==> src/verilog/ccr_pkg.sv <==
// Constants, types and field helpers shared by the chroma coordinate readback block
package ccr_pkg;

  // ==========================================================================
  // Widths
  localparam int CMD_W    = 16;
  localparam int BYTE_W   = 8;
  localparam int COORD_W  = 10;
  localparam int WORD_W   = 2 * COORD_W;
  localparam int BANKS    = 3;
  localparam int BANK_W   = 2;

  // ==========================================================================
  // Command codes, short form; the 16-bit serial form appends SPI_TAIL
  localparam logic [7:0] OP_GREEN_X   = 8'h78;
  localparam logic [7:0] OP_GREEN_Y   = 8'h79;
  localparam logic [7:0] OP_BLUE_ALT  = 8'h7A;
  localparam logic [7:0] OP_BLUE_X    = 8'h7B;
  localparam logic [7:0] OP_BLUE_Y    = 8'h7C;
  localparam logic [7:0] SPI_TAIL     = 8'h00;

  // ==========================================================================
  // Coordinate store banks; each word holds x in the upper half, y in the lower
  localparam logic [1:0] BANK_GREEN = 2'h0;
  localparam logic [1:0] BANK_BLUE  = 2'h1;
  localparam logic [1:0] BANK_ALT   = 2'h2;

  localparam int X_HI = 19;
  localparam int X_UP = 12;
  localparam int X_LO = 10;
  localparam int Y_HI = 9;
  localparam int Y_UP = 2;
  localparam int Y_LO = 0;

  localparam logic [7:0]  BYTE_ZERO = 8'h00;
  localparam logic [15:0] WORD_ZERO = 16'h0000;
  localparam logic [19:0] COORD_ZERO = 20'h00000;

  // ==========================================================================
  // Command kinds and responder states
  typedef enum logic [5:0] {
    CCR_K_NONE  = 6'h01,
    CCR_K_GX    = 6'h02,
    CCR_K_GY    = 6'h04,
    CCR_K_LOW   = 6'h08,
    CCR_K_BX    = 6'h10,
    CCR_K_BY    = 6'h20
  } ccr_kind_t;

  typedef enum logic [4:0] {
    CCR_S_IDLE   = 5'h01,
    CCR_S_FETCH  = 5'h02,
    CCR_S_FETCH2 = 5'h04,
    CCR_S_DUMMY  = 5'h08,
    CCR_S_SEND   = 5'h10
  } ccr_state_t;

  // ==========================================================================
  // Field helpers
  function automatic logic [7:0] ccr_x_upper(input logic [19:0] w);
    ccr_x_upper = w[X_HI:X_UP];
  endfunction

  function automatic logic [7:0] ccr_y_upper(input logic [19:0] w);
    ccr_y_upper = w[Y_HI:Y_UP];
  endfunction

  function automatic logic [3:0] ccr_low_pair(input logic [19:0] w);
    ccr_low_pair = {w[X_UP-1:X_LO], w[Y_UP-1:Y_LO]};
  endfunction

endpackage

==> src/verilog/ccr_coord_mem.sv <==
// Coordinate store: three x/y words, written by the panel loader, registered read
`timescale 1ns/1ps
module ccr_coord_mem
(
  input  wire logic        i_clk,
  input  wire logic        i_rstn,
  input  wire logic        i_we,
  input  wire logic [1:0]  i_waddr,
  input  wire logic [19:0] i_wdata,
  input  wire logic [1:0]  i_raddr,
  output logic      [19:0] o_rdata
);

  // ==========================================================================
  // Storage
  // Rows are not reset: their content is panel specific, not a fixed default
  logic [19:0] row      [ccr_pkg::BANKS];
  logic [19:0] next_row [ccr_pkg::BANKS];
  logic [19:0] next_rdata;

  genvar g;
  generate
    for (g = 0; g < ccr_pkg::BANKS; g++)
    begin : g_row
      always_comb
      begin
        next_row[g] = row[g];
        if (i_we && (i_waddr == ccr_pkg::BANK_W'(g)))
          next_row[g] = i_wdata;
      end

      always_ff @(posedge i_clk)
      begin
        row[g] <= next_row[g];
      end
    end
  endgenerate

  // ==========================================================================
  // Read port; a write in the same cycle is seen on the next read
  always_comb
  begin
    next_rdata = ccr_pkg::COORD_ZERO;
    if (i_raddr < ccr_pkg::BANK_W'(ccr_pkg::BANKS))
      next_rdata = row[i_raddr];
  end

  always_ff @(posedge i_clk)
  begin
    if (!i_rstn)
      o_rdata <= ccr_pkg::COORD_ZERO;
    else
      o_rdata <= next_rdata;
  end

endmodule

==> src/verilog/ccr_readback.sv <==
// Chroma coordinate readback responder for green, blue and alternate colour
`timescale 1ns/1ps
module ccr_readback
(
  input  wire logic        i_clk,
  input  wire logic        i_rstn,
  input  wire logic        i_cmd_valid,
  input  wire logic [15:0] i_cmd,
  input  wire logic        i_cmd_spi,
  input  wire logic        i_nv_we,
  input  wire logic [1:0]  i_nv_addr,
  input  wire logic [19:0] i_nv_wdata,
  output logic             o_busy,
  output logic             o_rsp_valid,
  output logic             o_rsp_dummy,
  output logic      [15:0] o_rsp_data
);

  // ==========================================================================
  // Command decode
  function automatic ccr_pkg::ccr_kind_t ccr_decode(input logic [15:0] cmd, input logic spi);
    logic [7:0] op;
    logic       form_ok;
    op      = spi ? cmd[15:8] : cmd[7:0];
    form_ok = spi ? (cmd[7:0] == ccr_pkg::SPI_TAIL) : 1'b1;
    ccr_decode = ccr_pkg::CCR_K_NONE;
    if (form_ok)
    begin
      case (op)
        ccr_pkg::OP_GREEN_X:  ccr_decode = ccr_pkg::CCR_K_GX;
        ccr_pkg::OP_GREEN_Y:  ccr_decode = ccr_pkg::CCR_K_GY;
        ccr_pkg::OP_BLUE_ALT: ccr_decode = ccr_pkg::CCR_K_LOW;
        ccr_pkg::OP_BLUE_X:   ccr_decode = ccr_pkg::CCR_K_BX;
        ccr_pkg::OP_BLUE_Y:   ccr_decode = ccr_pkg::CCR_K_BY;
        default:              ccr_decode = ccr_pkg::CCR_K_NONE;
      endcase
    end
  endfunction

  function automatic logic [1:0] ccr_first_bank(input ccr_pkg::ccr_kind_t k);
    case (k)
      ccr_pkg::CCR_K_GX,
      ccr_pkg::CCR_K_GY: ccr_first_bank = ccr_pkg::BANK_GREEN;
      default:           ccr_first_bank = ccr_pkg::BANK_BLUE;
    endcase
  endfunction

  // ==========================================================================
  // State
  ccr_pkg::ccr_state_t state;
  ccr_pkg::ccr_state_t next_state;
  ccr_pkg::ccr_kind_t  kind;
  ccr_pkg::ccr_kind_t  next_kind;
  ccr_pkg::ccr_kind_t  in_kind;
  logic                spi;
  logic                next_spi;
  logic [19:0]         word_a;
  logic [19:0]         next_word_a;
  logic [7:0]          hold;
  logic [7:0]          next_hold;
  logic [7:0]          fetched;
  logic                next_busy;
  logic                next_rsp_valid;
  logic                next_rsp_dummy;
  logic [15:0]         next_rsp_data;
  logic [1:0]          raddr;
  logic [19:0]         rdata;
  logic                accept;

  // No mode gating
  // Nothing here looks at display or sleep mode, so every state answers
  assign in_kind = ccr_decode(i_cmd, i_cmd_spi);
  assign accept  = i_cmd_valid && (state == ccr_pkg::CCR_S_IDLE) && (in_kind != ccr_pkg::CCR_K_NONE);

  // Read-only path
  // The store is written only by the loader port, never by a read
  ccr_coord_mem u_mem
  (
    .i_clk   (i_clk),
    .i_rstn  (i_rstn),
    .i_we    (i_nv_we),
    .i_waddr (i_nv_addr),
    .i_wdata (i_nv_wdata),
    .i_raddr (raddr),
    .o_rdata (rdata)
  );

  // ==========================================================================
  // Byte selection from the word just read
  always_comb
  begin
    fetched = ccr_pkg::BYTE_ZERO;
    case (kind)
      ccr_pkg::CCR_K_GX:  fetched = ccr_pkg::ccr_x_upper(rdata);
      ccr_pkg::CCR_K_GY:  fetched = ccr_pkg::ccr_y_upper(rdata);
      ccr_pkg::CCR_K_BX:  fetched = ccr_pkg::ccr_x_upper(rdata);
      ccr_pkg::CCR_K_BY:  fetched = ccr_pkg::ccr_y_upper(rdata);
      ccr_pkg::CCR_K_LOW: fetched = {ccr_pkg::ccr_low_pair(word_a), ccr_pkg::ccr_low_pair(rdata)};
      default:            fetched = ccr_pkg::BYTE_ZERO;
    endcase
  end

  // ==========================================================================
  // Responder sequence
  always_comb
  begin
    next_state     = state;
    next_kind      = kind;
    next_spi       = spi;
    next_word_a    = word_a;
    next_hold      = hold;
    next_rsp_valid = 1'b0;
    next_rsp_dummy = 1'b0;
    next_rsp_data  = ccr_pkg::WORD_ZERO;
    raddr          = ccr_pkg::BANK_GREEN;
    case (state)
      ccr_pkg::CCR_S_IDLE:
      begin
        if (accept)
        begin
          next_kind  = in_kind;
          next_spi   = i_cmd_spi;
          raddr      = ccr_first_bank(in_kind);
          next_state = ccr_pkg::CCR_S_FETCH;
        end
      end
      ccr_pkg::CCR_S_FETCH:
      begin
        if (kind == ccr_pkg::CCR_K_LOW)
        begin
          // Blue word kept while the alternate colour word is read
          next_word_a = rdata;
          raddr       = ccr_pkg::BANK_ALT;
          next_state  = ccr_pkg::CCR_S_FETCH2;
        end
        else
        begin
          next_hold = fetched;
          if (spi)
          begin
            next_rsp_valid = 1'b1;
            next_rsp_dummy = 1'b1;
            next_state     = ccr_pkg::CCR_S_DUMMY;
          end
          else
          begin
            next_rsp_valid = 1'b1;
            next_rsp_data  = {ccr_pkg::BYTE_ZERO, fetched};
            next_state     = ccr_pkg::CCR_S_SEND;
          end
        end
      end
      ccr_pkg::CCR_S_FETCH2:
      begin
        next_hold = fetched;
        if (spi)
        begin
          next_rsp_valid = 1'b1;
          next_rsp_dummy = 1'b1;
          next_state     = ccr_pkg::CCR_S_DUMMY;
        end
        else
        begin
          next_rsp_valid = 1'b1;
          next_rsp_data  = {ccr_pkg::BYTE_ZERO, fetched};
          next_state     = ccr_pkg::CCR_S_SEND;
        end
      end
      ccr_pkg::CCR_S_DUMMY:
      begin
        // Upper byte zero
        // Upper byte is don't-care to the host; zero keeps it deterministic
        next_rsp_valid = 1'b1;
        next_rsp_data  = {ccr_pkg::BYTE_ZERO, hold};
        next_state     = ccr_pkg::CCR_S_SEND;
      end
      ccr_pkg::CCR_S_SEND:
      begin
        next_state = ccr_pkg::CCR_S_IDLE;
      end
      default:
      begin
        next_state = ccr_pkg::CCR_S_IDLE;
      end
    endcase
    next_busy = (next_state != ccr_pkg::CCR_S_IDLE);
  end

  always_ff @(posedge i_clk)
  begin
    if (!i_rstn)
    begin
      state       <= ccr_pkg::CCR_S_IDLE;
      kind        <= ccr_pkg::CCR_K_NONE;
      spi         <= 1'b0;
      word_a      <= ccr_pkg::COORD_ZERO;
      hold        <= ccr_pkg::BYTE_ZERO;
      o_busy      <= 1'b0;
      o_rsp_valid <= 1'b0;
      o_rsp_dummy <= 1'b0;
      o_rsp_data  <= ccr_pkg::WORD_ZERO;
    end
    else
    begin
      state       <= next_state;
      kind        <= next_kind;
      spi         <= next_spi;
      word_a      <= next_word_a;
      hold        <= next_hold;
      o_busy      <= next_busy;
      o_rsp_valid <= next_rsp_valid;
      o_rsp_dummy <= next_rsp_dummy;
      o_rsp_data  <= next_rsp_data;
    end
  end

  // Shadow copy of the store, used only by the checks below
  logic [19:0] shadow      [ccr_pkg::BANKS];
  logic [19:0] next_shadow [ccr_pkg::BANKS];
  genvar s;
  generate
    for (s = 0; s < ccr_pkg::BANKS; s++)
    begin : g_shadow
      always_comb
      begin
        next_shadow[s] = shadow[s];
        if (i_nv_we && (i_nv_addr == ccr_pkg::BANK_W'(s)))
          next_shadow[s] = i_nv_wdata;
      end
      always_ff @(posedge i_clk)
      begin
        shadow[s] <= next_shadow[s];
      end
    end
  endgenerate

  logic quiet;
  assign quiet = !i_nv_we;
endmodule

==> config.mk <==
export PLATFORM = sky130hd
export DESIGN_NAME = ccr_readback
export DESIGN_NICKNAME = d
export VERILOG_FILES = /design/src/verilog/ccr_pkg.sv /design/src/verilog/ccr_coord_mem.sv /design/src/verilog/ccr_readback.sv
export SDC_FILE = /design/constraint.sdc
export NUM_CORES = 1
export LEC_CHECK = 0
export ABC_AREA = 0
export BUFFER_PORTS_ARGS = -buffer_cell sky130_fd_sc_hd__buf_4
export CORE_UTILIZATION = 45
export CTS_BUF_LIST = sky130_fd_sc_hd__clkbuf_4 sky130_fd_sc_hd__clkbuf_8 sky130_fd_sc_hd__clkbuf_16
export DETAILED_ROUTE_END_ITERATION = 10
export GPL_TIMING_DRIVEN = 0
export PLACE_DENSITY = 0.7
export SLEW_MARGIN = 5
export SYNTH_ARGS = -nofsm -noshare
export SYNTH_HDL_FRONTEND = slang
export SYNTH_HIERARCHICAL = 1
export SYNTH_SLANG_ARGS = --single-unit
==> constraint.sdc <==
create_clock -name i_clk -period 4.5 [get_ports i_clk]
set_clock_uncertainty 0.05 [all_clocks]
set_input_delay 0.675 -clock i_clk [delete_from_list [all_inputs] [get_ports i_clk]]
set_output_delay 0.675 -clock i_clk [all_outputs]
set_load 0.05 [all_outputs]
==> results of run 1 <==
[flip-flops by register name, summed over array words and instances, names as in the netlist]
name	count
u_mem/row	60
hold	8
o_rsp_data	8
state	5
o_rsp_dummy	1
o_busy	1
o_rsp_valid	1
spi	1
word_a	4
kind	6
u_mem/o_rdata	20
[cell families (layout without fill, tap and decap cells)]
kind of cell	count (synthesis)	in the layout
mux	32	32
simple gates	111	111
xor+xnor	3	3
flops	115	115
other cells	1	8
compound gates	83	83
buf+inv	35	121
[stage by stage]
step	area [um^2]	hold WS [ps]	util, %	cells
2_1_floorplan	4800	399	-	387
3_3_place_gp	5370	414	52.0	575
3_5_place_dp	5390	420	52.2	577
4_1_cts	6020	279	58.3	609
5_1_grt	6020	286	58.3	609
6_report	6020	297	58.3	609
[worst max path at each step]
stage / start / end / slack, ps / cells past startpoint
5_1_grt: state[0] / u_mem/o_rdata[6] / 1730 / 8
2_1_floorplan: i_nv_addr[0] / u_mem/row[0][0] / 1810 / 1
6_report: i_cmd_spi / u_mem/o_rdata[6] / 1910 / 8
4_1_cts: i_cmd_spi / u_mem/o_rdata[6] / 1960 / 8
3_3_place_gp: i_nv_addr[1] / u_mem/row[0][8] / 810 / 2
3_5_place_dp: i_cmd_spi / u_mem/o_rdata[6] / 1450 / 8
[routing by layer]
layer / wire, um / vias up
li1: - / 1578
met1: 4230 / 1542
met2: 4780 / 89
met3: 408 / 9
met4: 87 / 0
met5: 0 / -
[synthesized netlist by cell type, drive strengths merged, types with 3 or more instances]
cell	n	area share [%]
edfxtp	60	38
dfxtp	55	23
mux2i	32	6.7
nand2	25	2.0
o21ai	23	2.4
and2	22	2.9
buf	20	3.1
nand3b	20	3.1
a22oi	16	2.7
nor2	13	1.2
a31oi	9	1.2
a221oi	8	2.3
clkbuf	8	0.79
o31ai	8	1.3
inv	6	0.47
nand3	6	0.63
nand2b	4	0.52
nor3b	3	0.58
[layout make-up]
| type | instances | share of cell area (%) |
|---|---|---|
| inverters | 7 | 0.436 |
| clock buffers | 17 | 6.88 |
| well taps | 136 | 2.83 |
| clock inverters | 15 | 3.55 |
| flip-flops and latches | 115 | 48.2 |
| repair buffers | 54 | 6.86 |
| plain buffers | 28 | 3.05 |
| multi-input cells | 237 | 28.2 |
[worst max-delay path: stages]
cell and delay (ps):
sky130_fd_sc_hd__buf_4 130, sky130_fd_sc_hd__o32ai_1 610, sky130_fd_sc_hd__o221ai_2 370, sky130_fd_sc_hd__a31oi_1 470
sky130_fd_sc_hd__buf_2 340, sky130_fd_sc_hd__nand3b_1 110, sky130_fd_sc_hd__o21ai_1 120, sky130_fd_sc_hd__and2_1 150
[where the power goes]
part | switching, uW | internal, uW
Sequential | 11.6 | 1140
Clock | 459 | 948
Combinational | 60.2 | 47.5
Total | 530 | 2140
==> metrics.md, run 1 <==
| Metric | Value |
|---|---|
| Outcome | complete, no violations |
| Post-synthesis instance area | between 4000 and 5000 um^2 |
| Worst Hold Endpoint | u_mem/row[1][19] |
| Vias in the first global route | around 3300 |
| Post-Syn Area per Cell | 12.6 um^2 |
| Final setup violation count | 0 |
| Max frequency | ~390 MHz |
| H-tree Lvls | 4 |
| Horizontal extent of the die | 105 um |
| CTS clk-pin slew, worst paths | 60 ps |
| CP max FO | 10 |
| Max-Slew Margin vs Limit | 32.5% |
| Initial antenna violation count | 0 |
| Data arrival time of the critical path | roughly 3000 ps |
| Primary flip-flop cell chosen by synthesis mapping | sky130_fd_sc_hd__edfxtp_1 |
| Total routing usage reported by global routing | between 10% and 20% |
| Total number of placement rows | 37 |
| Vias | about 3200 |
| Path type of the worst min-delay path | primary input to register |
| Post-synthesis share of cell area spent on xor and xnor gates | less than 1% |
| Via density per instance | roughly 5.3 |
| Required time worst endpoint | a little under 5000 ps |
| Cts bufs inserted | 17 |
| Most common cell after layout, fill and taps aside | sky130_fd_sc_hd__buf_4 |
| Area taken by multi-input logic gates | between 1500 and 2000 um^2 |
| # port buffers | 52 |
| Startpoint type of the worst setup path | primary input |
| Worst R2R Start | state[2] |
| Die footprint | 11000 um^2 |
| Adder-cell area share of the yosys netlist | 0% |
| Number of buffers inserted for hold repair after clock tree synthesis | 0 |
| Detailed Route WL | 9.51 mm |
| Critical Path End Type | register |
| Root cell of the clock tree | sky130_fd_sc_hd__clkbuf_8 |
| Worst-skew pair later-pin latency | roughly 520 ps |
| Final GP Congestion | 0.840 |
| Setup bufs post-CTS | 0 |
| Total power consumption of the routed design | 2670 uW |
| Height of the die | 105 um |
| Fraction of the cycle the final worst path needs | just under 60% |
| Pre-Repair DR Iteration Count | 5 |
| Seq/Total Area, Yosys | 60.7% |
| Most Used Layer, Global Route | met2 |
| Routed WL per cell | about 16 um |
| Worst-case setup margin in the final layout | roughly 1900 ps |
| TritonCTS clock tree | yes |
| Fraction of met1 tracks used by global routing | between 20% and 30% |
| Post-route setup TNS | 0 ps |
| FF+latch count, synth | 115 |
| Number of flops mapped to enable cells by yosys | 60 |
| Diodes inserted | 0 |
| Max-Cap Viols | 0 |
| Final-report max-slew violation count | 0 |
| Worst reg2reg path endpoint | u_mem/o_rdata[6] |
| Antenna Violating Nets Remaining | 0 |
| Worst ir drop on vdd | between 0.0002 and 0.0003 V |
| Remaining routing DRC violations | 0 |
| Global-route met2 utilization | 31.5% |
| P per Cell Area | approximately 440 nW/um^2 |
| Multiplexer share of the synthesized area | approximately 6.7% |
| Worst Tran Pin Value | just over 1000 ps |
| Final HPWL from detailed placement | about 6.4 mm |
| Largest net degree at the start of global routing | 21 |
| Final hold vios | 0 |
| Total leakage power | 0.00221 uW |
| Yosys cell types | around 60 |
| # clock sinks | about 120 |
| Synth Area in Compound Gates | a little over an eighth |
| R2r setup slk | about 2000 ps |
| Worst setup slack after placement | 1450 ps |
| Effective utilization at floorplan | between 40% and 50% |
| Floorplan core area | just over 10000 um^2 |
| Minimum period implied by the final worst setup slack | roughly 2600 ps |
| Met3 usage | 4.12% |
| Most used cells in the layout excluding fill and tap cells | sky130_fd_sc_hd__buf_4, sky130_fd_sc_hd__edfxtp_1, sky130_fd_sc_hd__dfxtp_1 |
| Violation count after the first detailed-routing iteration | between 100 and 150 |
| Fraction of final layout cells with drive strength greater than 1 | a little over a quarter |
| Fill count | between 800 and 900 |
| Synthesis Warnings | 6 |
| Share of synthesized flip-flops with an asynchronous set or reset | 0% |
| Basic-gate share of the synthesized area counting and, or, nand and nor cells | between 10% and 20% |
| First-pass GRT wire length | around 16 mm |
| Largest family of logic cells by synthesized area | simple AND/OR/NAND/NOR gates |
| FF-to-FF path depth | 8 |
| Synthesis-to-layout area growth | 26.0% |
| Sequential cell area | approximately 2900 um^2 |
| Sum of overflow across all layers after global routing | 0 |
| Instance count of the mapped netlist | 380 |
| Maximum count of clock buffers along a single path | 2 |
| Cell depth of the worst min-delay path | 1 |
| Number of I/O pins | between 60 and 70 |
| Unrepaired setup endpoints after global routing | false |
| Layout net count | 503 |
| Worst Setup Path Type | primary input to register |
| Hold Path Origin | i_nv_wdata[19] |
| Total of cells resized after clock tree synthesis | 0 |
Note: power is estimated with default switching activity, not from simulation.
==> run 2: changes to the inputs <==
clock period = 2.7 ns   (was 4.5 ns; I/O delays follow)
==> run 2 against run 1 <==
Effect of this change: count of clock-buffer cells in the layout did not move; via count rose by 0.59%; sequential power rose by 67%; sequential share of layout area fell by 0.050 points; cell count did not move; register-to-register slack got worse by 1700 ps; worst hold slack got worse by 260 ps; wire length rose by 0.14%; highest routed layer unchanged.
==> metrics.md, run 2 (synthesis results as in run 1) <==
| Metric | Value |
|---|---|
| Via density per instance | 5.32 (was 5.28) |
| Register with the most flip-flops | u_mem/row (unchanged) |
| Floorplan core area | 10300 um^2 (unchanged) |
| Antenna Violating Nets Remaining | 0 (unchanged) |
| Worst setup slack after placement | -77.5 ps (was 1450 ps) |
| Max frequency | 408 MHz |
| P per Cell Area | 738 nW/um^2 (was 443 nW/um^2) |
| Vias | 3237 (was 3218) |
| Horizontal extent of the die | 105 um (unchanged) |
| Die footprint | 11000 um^2 (unchanged) |
| Cell area after layout | 6030 um^2 (was 6020 um^2) |
| Initial antenna violation count | 0 (unchanged) |
| Post-route setup TNS | 0 ps (unchanged) |
| Max-Cap Viols | 0 (unchanged) |
| Outcome | complete, no violations (unchanged) |
| Layout net count | 503 (unchanged) |
| Placed Instance Area | 5390 um^2 (unchanged) |
| Final HPWL from detailed placement | 6.42 mm (unchanged) |
| Final GP Congestion | 0.840 (unchanged) |
| Worst Tran Pin Value | 1040 ps (was 1010 ps) |
| CTS clk-pin slew, worst paths | 60 ps (about the same) |
| Cts bufs inserted | 17 (unchanged) |
| Total power consumption of the routed design | 4450 uW (was 2670 uW) |
| Maximum count of clock buffers along a single path | 2 (unchanged) |
| Synthesis-to-layout area growth | 26.1% (was 26.0%) |
| Remaining routing DRC violations | 0 (unchanged) |
| Path type of the worst min-delay path | primary input to register (unchanged) |
| Worst Setup Path Type | register to register (was primary input to register) |
| Final-report max-slew violation count | 0 (unchanged) |
| Detailed Route WL | 9.52 mm (was 9.51 mm) |
| Flip-flop count of the largest register after layout | 60 (unchanged) |
| Critical Path End Type | register (unchanged) |
| R2r setup slk | 250 ps (was 1990 ps) |
| Final hold vios | 0 (unchanged) |
| Most common cell after layout, fill and taps aside | sky130_fd_sc_hd__buf_4 (unchanged) |
| Startpoint type of the worst setup path | register (was primary input) |
| Total routing usage reported by global routing | 18.9% (unchanged) |
| Worst-case setup margin in the final layout | 251 ps (was 1910 ps) |
| Total number of placement rows | 37 (unchanged) |
| Pre-Repair DR Iteration Count | 4 (was 5) |
| Minimum period implied by the final worst setup slack | approximately 2400 ps |
| # clock sinks | 115 (unchanged) |
| Largest stage delay on the critical path | 440 ps (was 610 ps) |
| First-pass GRT wire length | 16.0 mm (unchanged) |
| Worst R2R Start | kind[3] (was state[2]) |
| Routed WL per cell | 15.6 um (about the same) |
| Hold Path Origin | i_nv_wdata[19] (unchanged) |
| Largest regs | u_mem/row (60), u_mem/o_rdata (20) (unchanged) |
| Diodes inserted | 0 (unchanged) |
| Data arrival time of the critical path | 2800 ps (was 2980 ps) |
| CP max FO | 10 (unchanged) |
| Max-Slew Margin vs Limit | 31.0% (was 32.5%) |
| Worst reg2reg path endpoint | u_mem/o_rdata[12] (was u_mem/o_rdata[6]) |
| Height of the die | 105 um (unchanged) |
| Setup bufs post-CTS | 0 (unchanged) |
| Series of cell instances along the critical path | nor4b_2, nand4_1, inv_1, buf_6, mux2i_1, o21ai_1, and2_1 (was buf_4, o32ai_1, o221ai_2, a31oi_1, buf_2, nand3b_1, o21ai_1, and2_1) |
| Sum of overflow across all layers after global routing | 0 (unchanged) |
| Unrepaired setup endpoints after global routing | false (unchanged) |
| Worst ir drop on vdd | 0.000421 V (was 0.000252 V) |
| Fraction of the cycle the final worst path needs | approximately 91% |
| TritonCTS clock tree | yes (unchanged) |
| Count of buffering cells on the critical path with inverters included | 2 (unchanged) |
| Total leakage power | 0.00221 uW (about the same) |
| Most used cells in the layout excluding fill and tap cells | sky130_fd_sc_hd__buf_4, sky130_fd_sc_hd__edfxtp_1, sky130_fd_sc_hd__dfxtp_1 (unchanged) |
| Required time worst endpoint | 3050 ps (was 4890 ps) |
| Worst path top cell family by delay | simple AND/OR/NAND/NOR gates (was compound AO/OA/AOI/OAI gates) |
| H-tree Lvls | 4 (unchanged) |
| Worst setup endpoint | u_mem/o_rdata[12] (was u_mem/o_rdata[6]) |
| Fraction of final layout cells with drive strength greater than 1 | 26.6% (was 26.4%) |
| Vias in the first global route | 3320 (unchanged) |
| FF-to-FF path depth | 7 (was 8) |
| Final setup violation count | 0 (unchanged) |
| Highest-delay cell along the critical path | sky130_fd_sc_hd__nor4b_2 (was sky130_fd_sc_hd__o32ai_1) |
| Path length in cells of the critical path | 7 (was 8) |
| Effective utilization at floorplan | 46.3% (unchanged) |
| Violation count after the first detailed-routing iteration | 120 (was 122) |
| Start point of the critical path | kind[3] (was i_cmd_spi) |
| Worst-skew pair later-pin latency | 510 ps (was 520 ps) |
| Root cell of the clock tree | sky130_fd_sc_hd__clkbuf_8 (unchanged) |
| Largest net degree at the start of global routing | 21 (unchanged) |
| Number of I/O pins | 62 (unchanged) |
| # port buffers | 52 (unchanged) |
[run 2: cell types whose count changed in the layout (fill, tap and decap cells not counted)]
cell                      delta
sky130_fd_sc_hd__a31oi_2     +1
sky130_fd_sc_hd__a31oi_1     -1
[run 2: layer usage]
metal | track usage [%] | vias to the layer above | routed length [um] | part of all wire, %
li1 | - | 1578 | - | -
met1 | 23.7 | 1552 | 4220 | 44
met2 | 31.5 | 96 | 4780 | 50
met3 | 4.12 | 11 | 393 | 4.1
met4 | 8.25 | 0 | 122 | 1.3
met5 | 0 | - | 0 | 0
[run 2: what timing repair did]
item / 4_1_cts / 5_1_grt
hold buffers: 0 / 0
setup endpoints to repair: 0 / 8
gates resized for setup: 0 / 1
[run 2: worst min path at each step]
stage                       endpoint  slack, ps  cells after the start
floorplan                    hold[0]        400                      2
global placement             hold[7]        410                      2
detailed placement           hold[4]        420                      2
CTS                 u_mem/row[0][19]          9                      1
global route         u_mem/row[1][6]         20                      1
finish              u_mem/row[1][19]         40                      1
[run 2: layout make-up]
class / instances / area, um^2
Buffer: 28 / 184
Clock inverter: 15 / 214
Clock buffer: 17 / 414
Inverter: 7 / 26.3
Timing Repair Buffer: 54 / 413
Fill cell: 827 / 4300
Sequential cell: 115 / 2900
Multi-Input combinational cell: 237 / 1700
Tap cell: 136 / 170
[run 2: power by group]
group          internal (uW)  switching (uW)
combinational           79.1             101
clock                   1580             765
sequential              1900            19.3
total                   3560             885
[run 2: stage by stage]
step / instances / util (%) / hold WS (ps)
6_report: 609 / 58.4 / 35.3
5_1_grt: 609 / 58.4 / 15.8
4_1_cts: 609 / 58.3 / 9.32
3_5_place_dp: 577 / 52.2 / 420
3_3_place_gp: 575 / 52.0 / 414
2_1_floorplan: 387 / - / 399
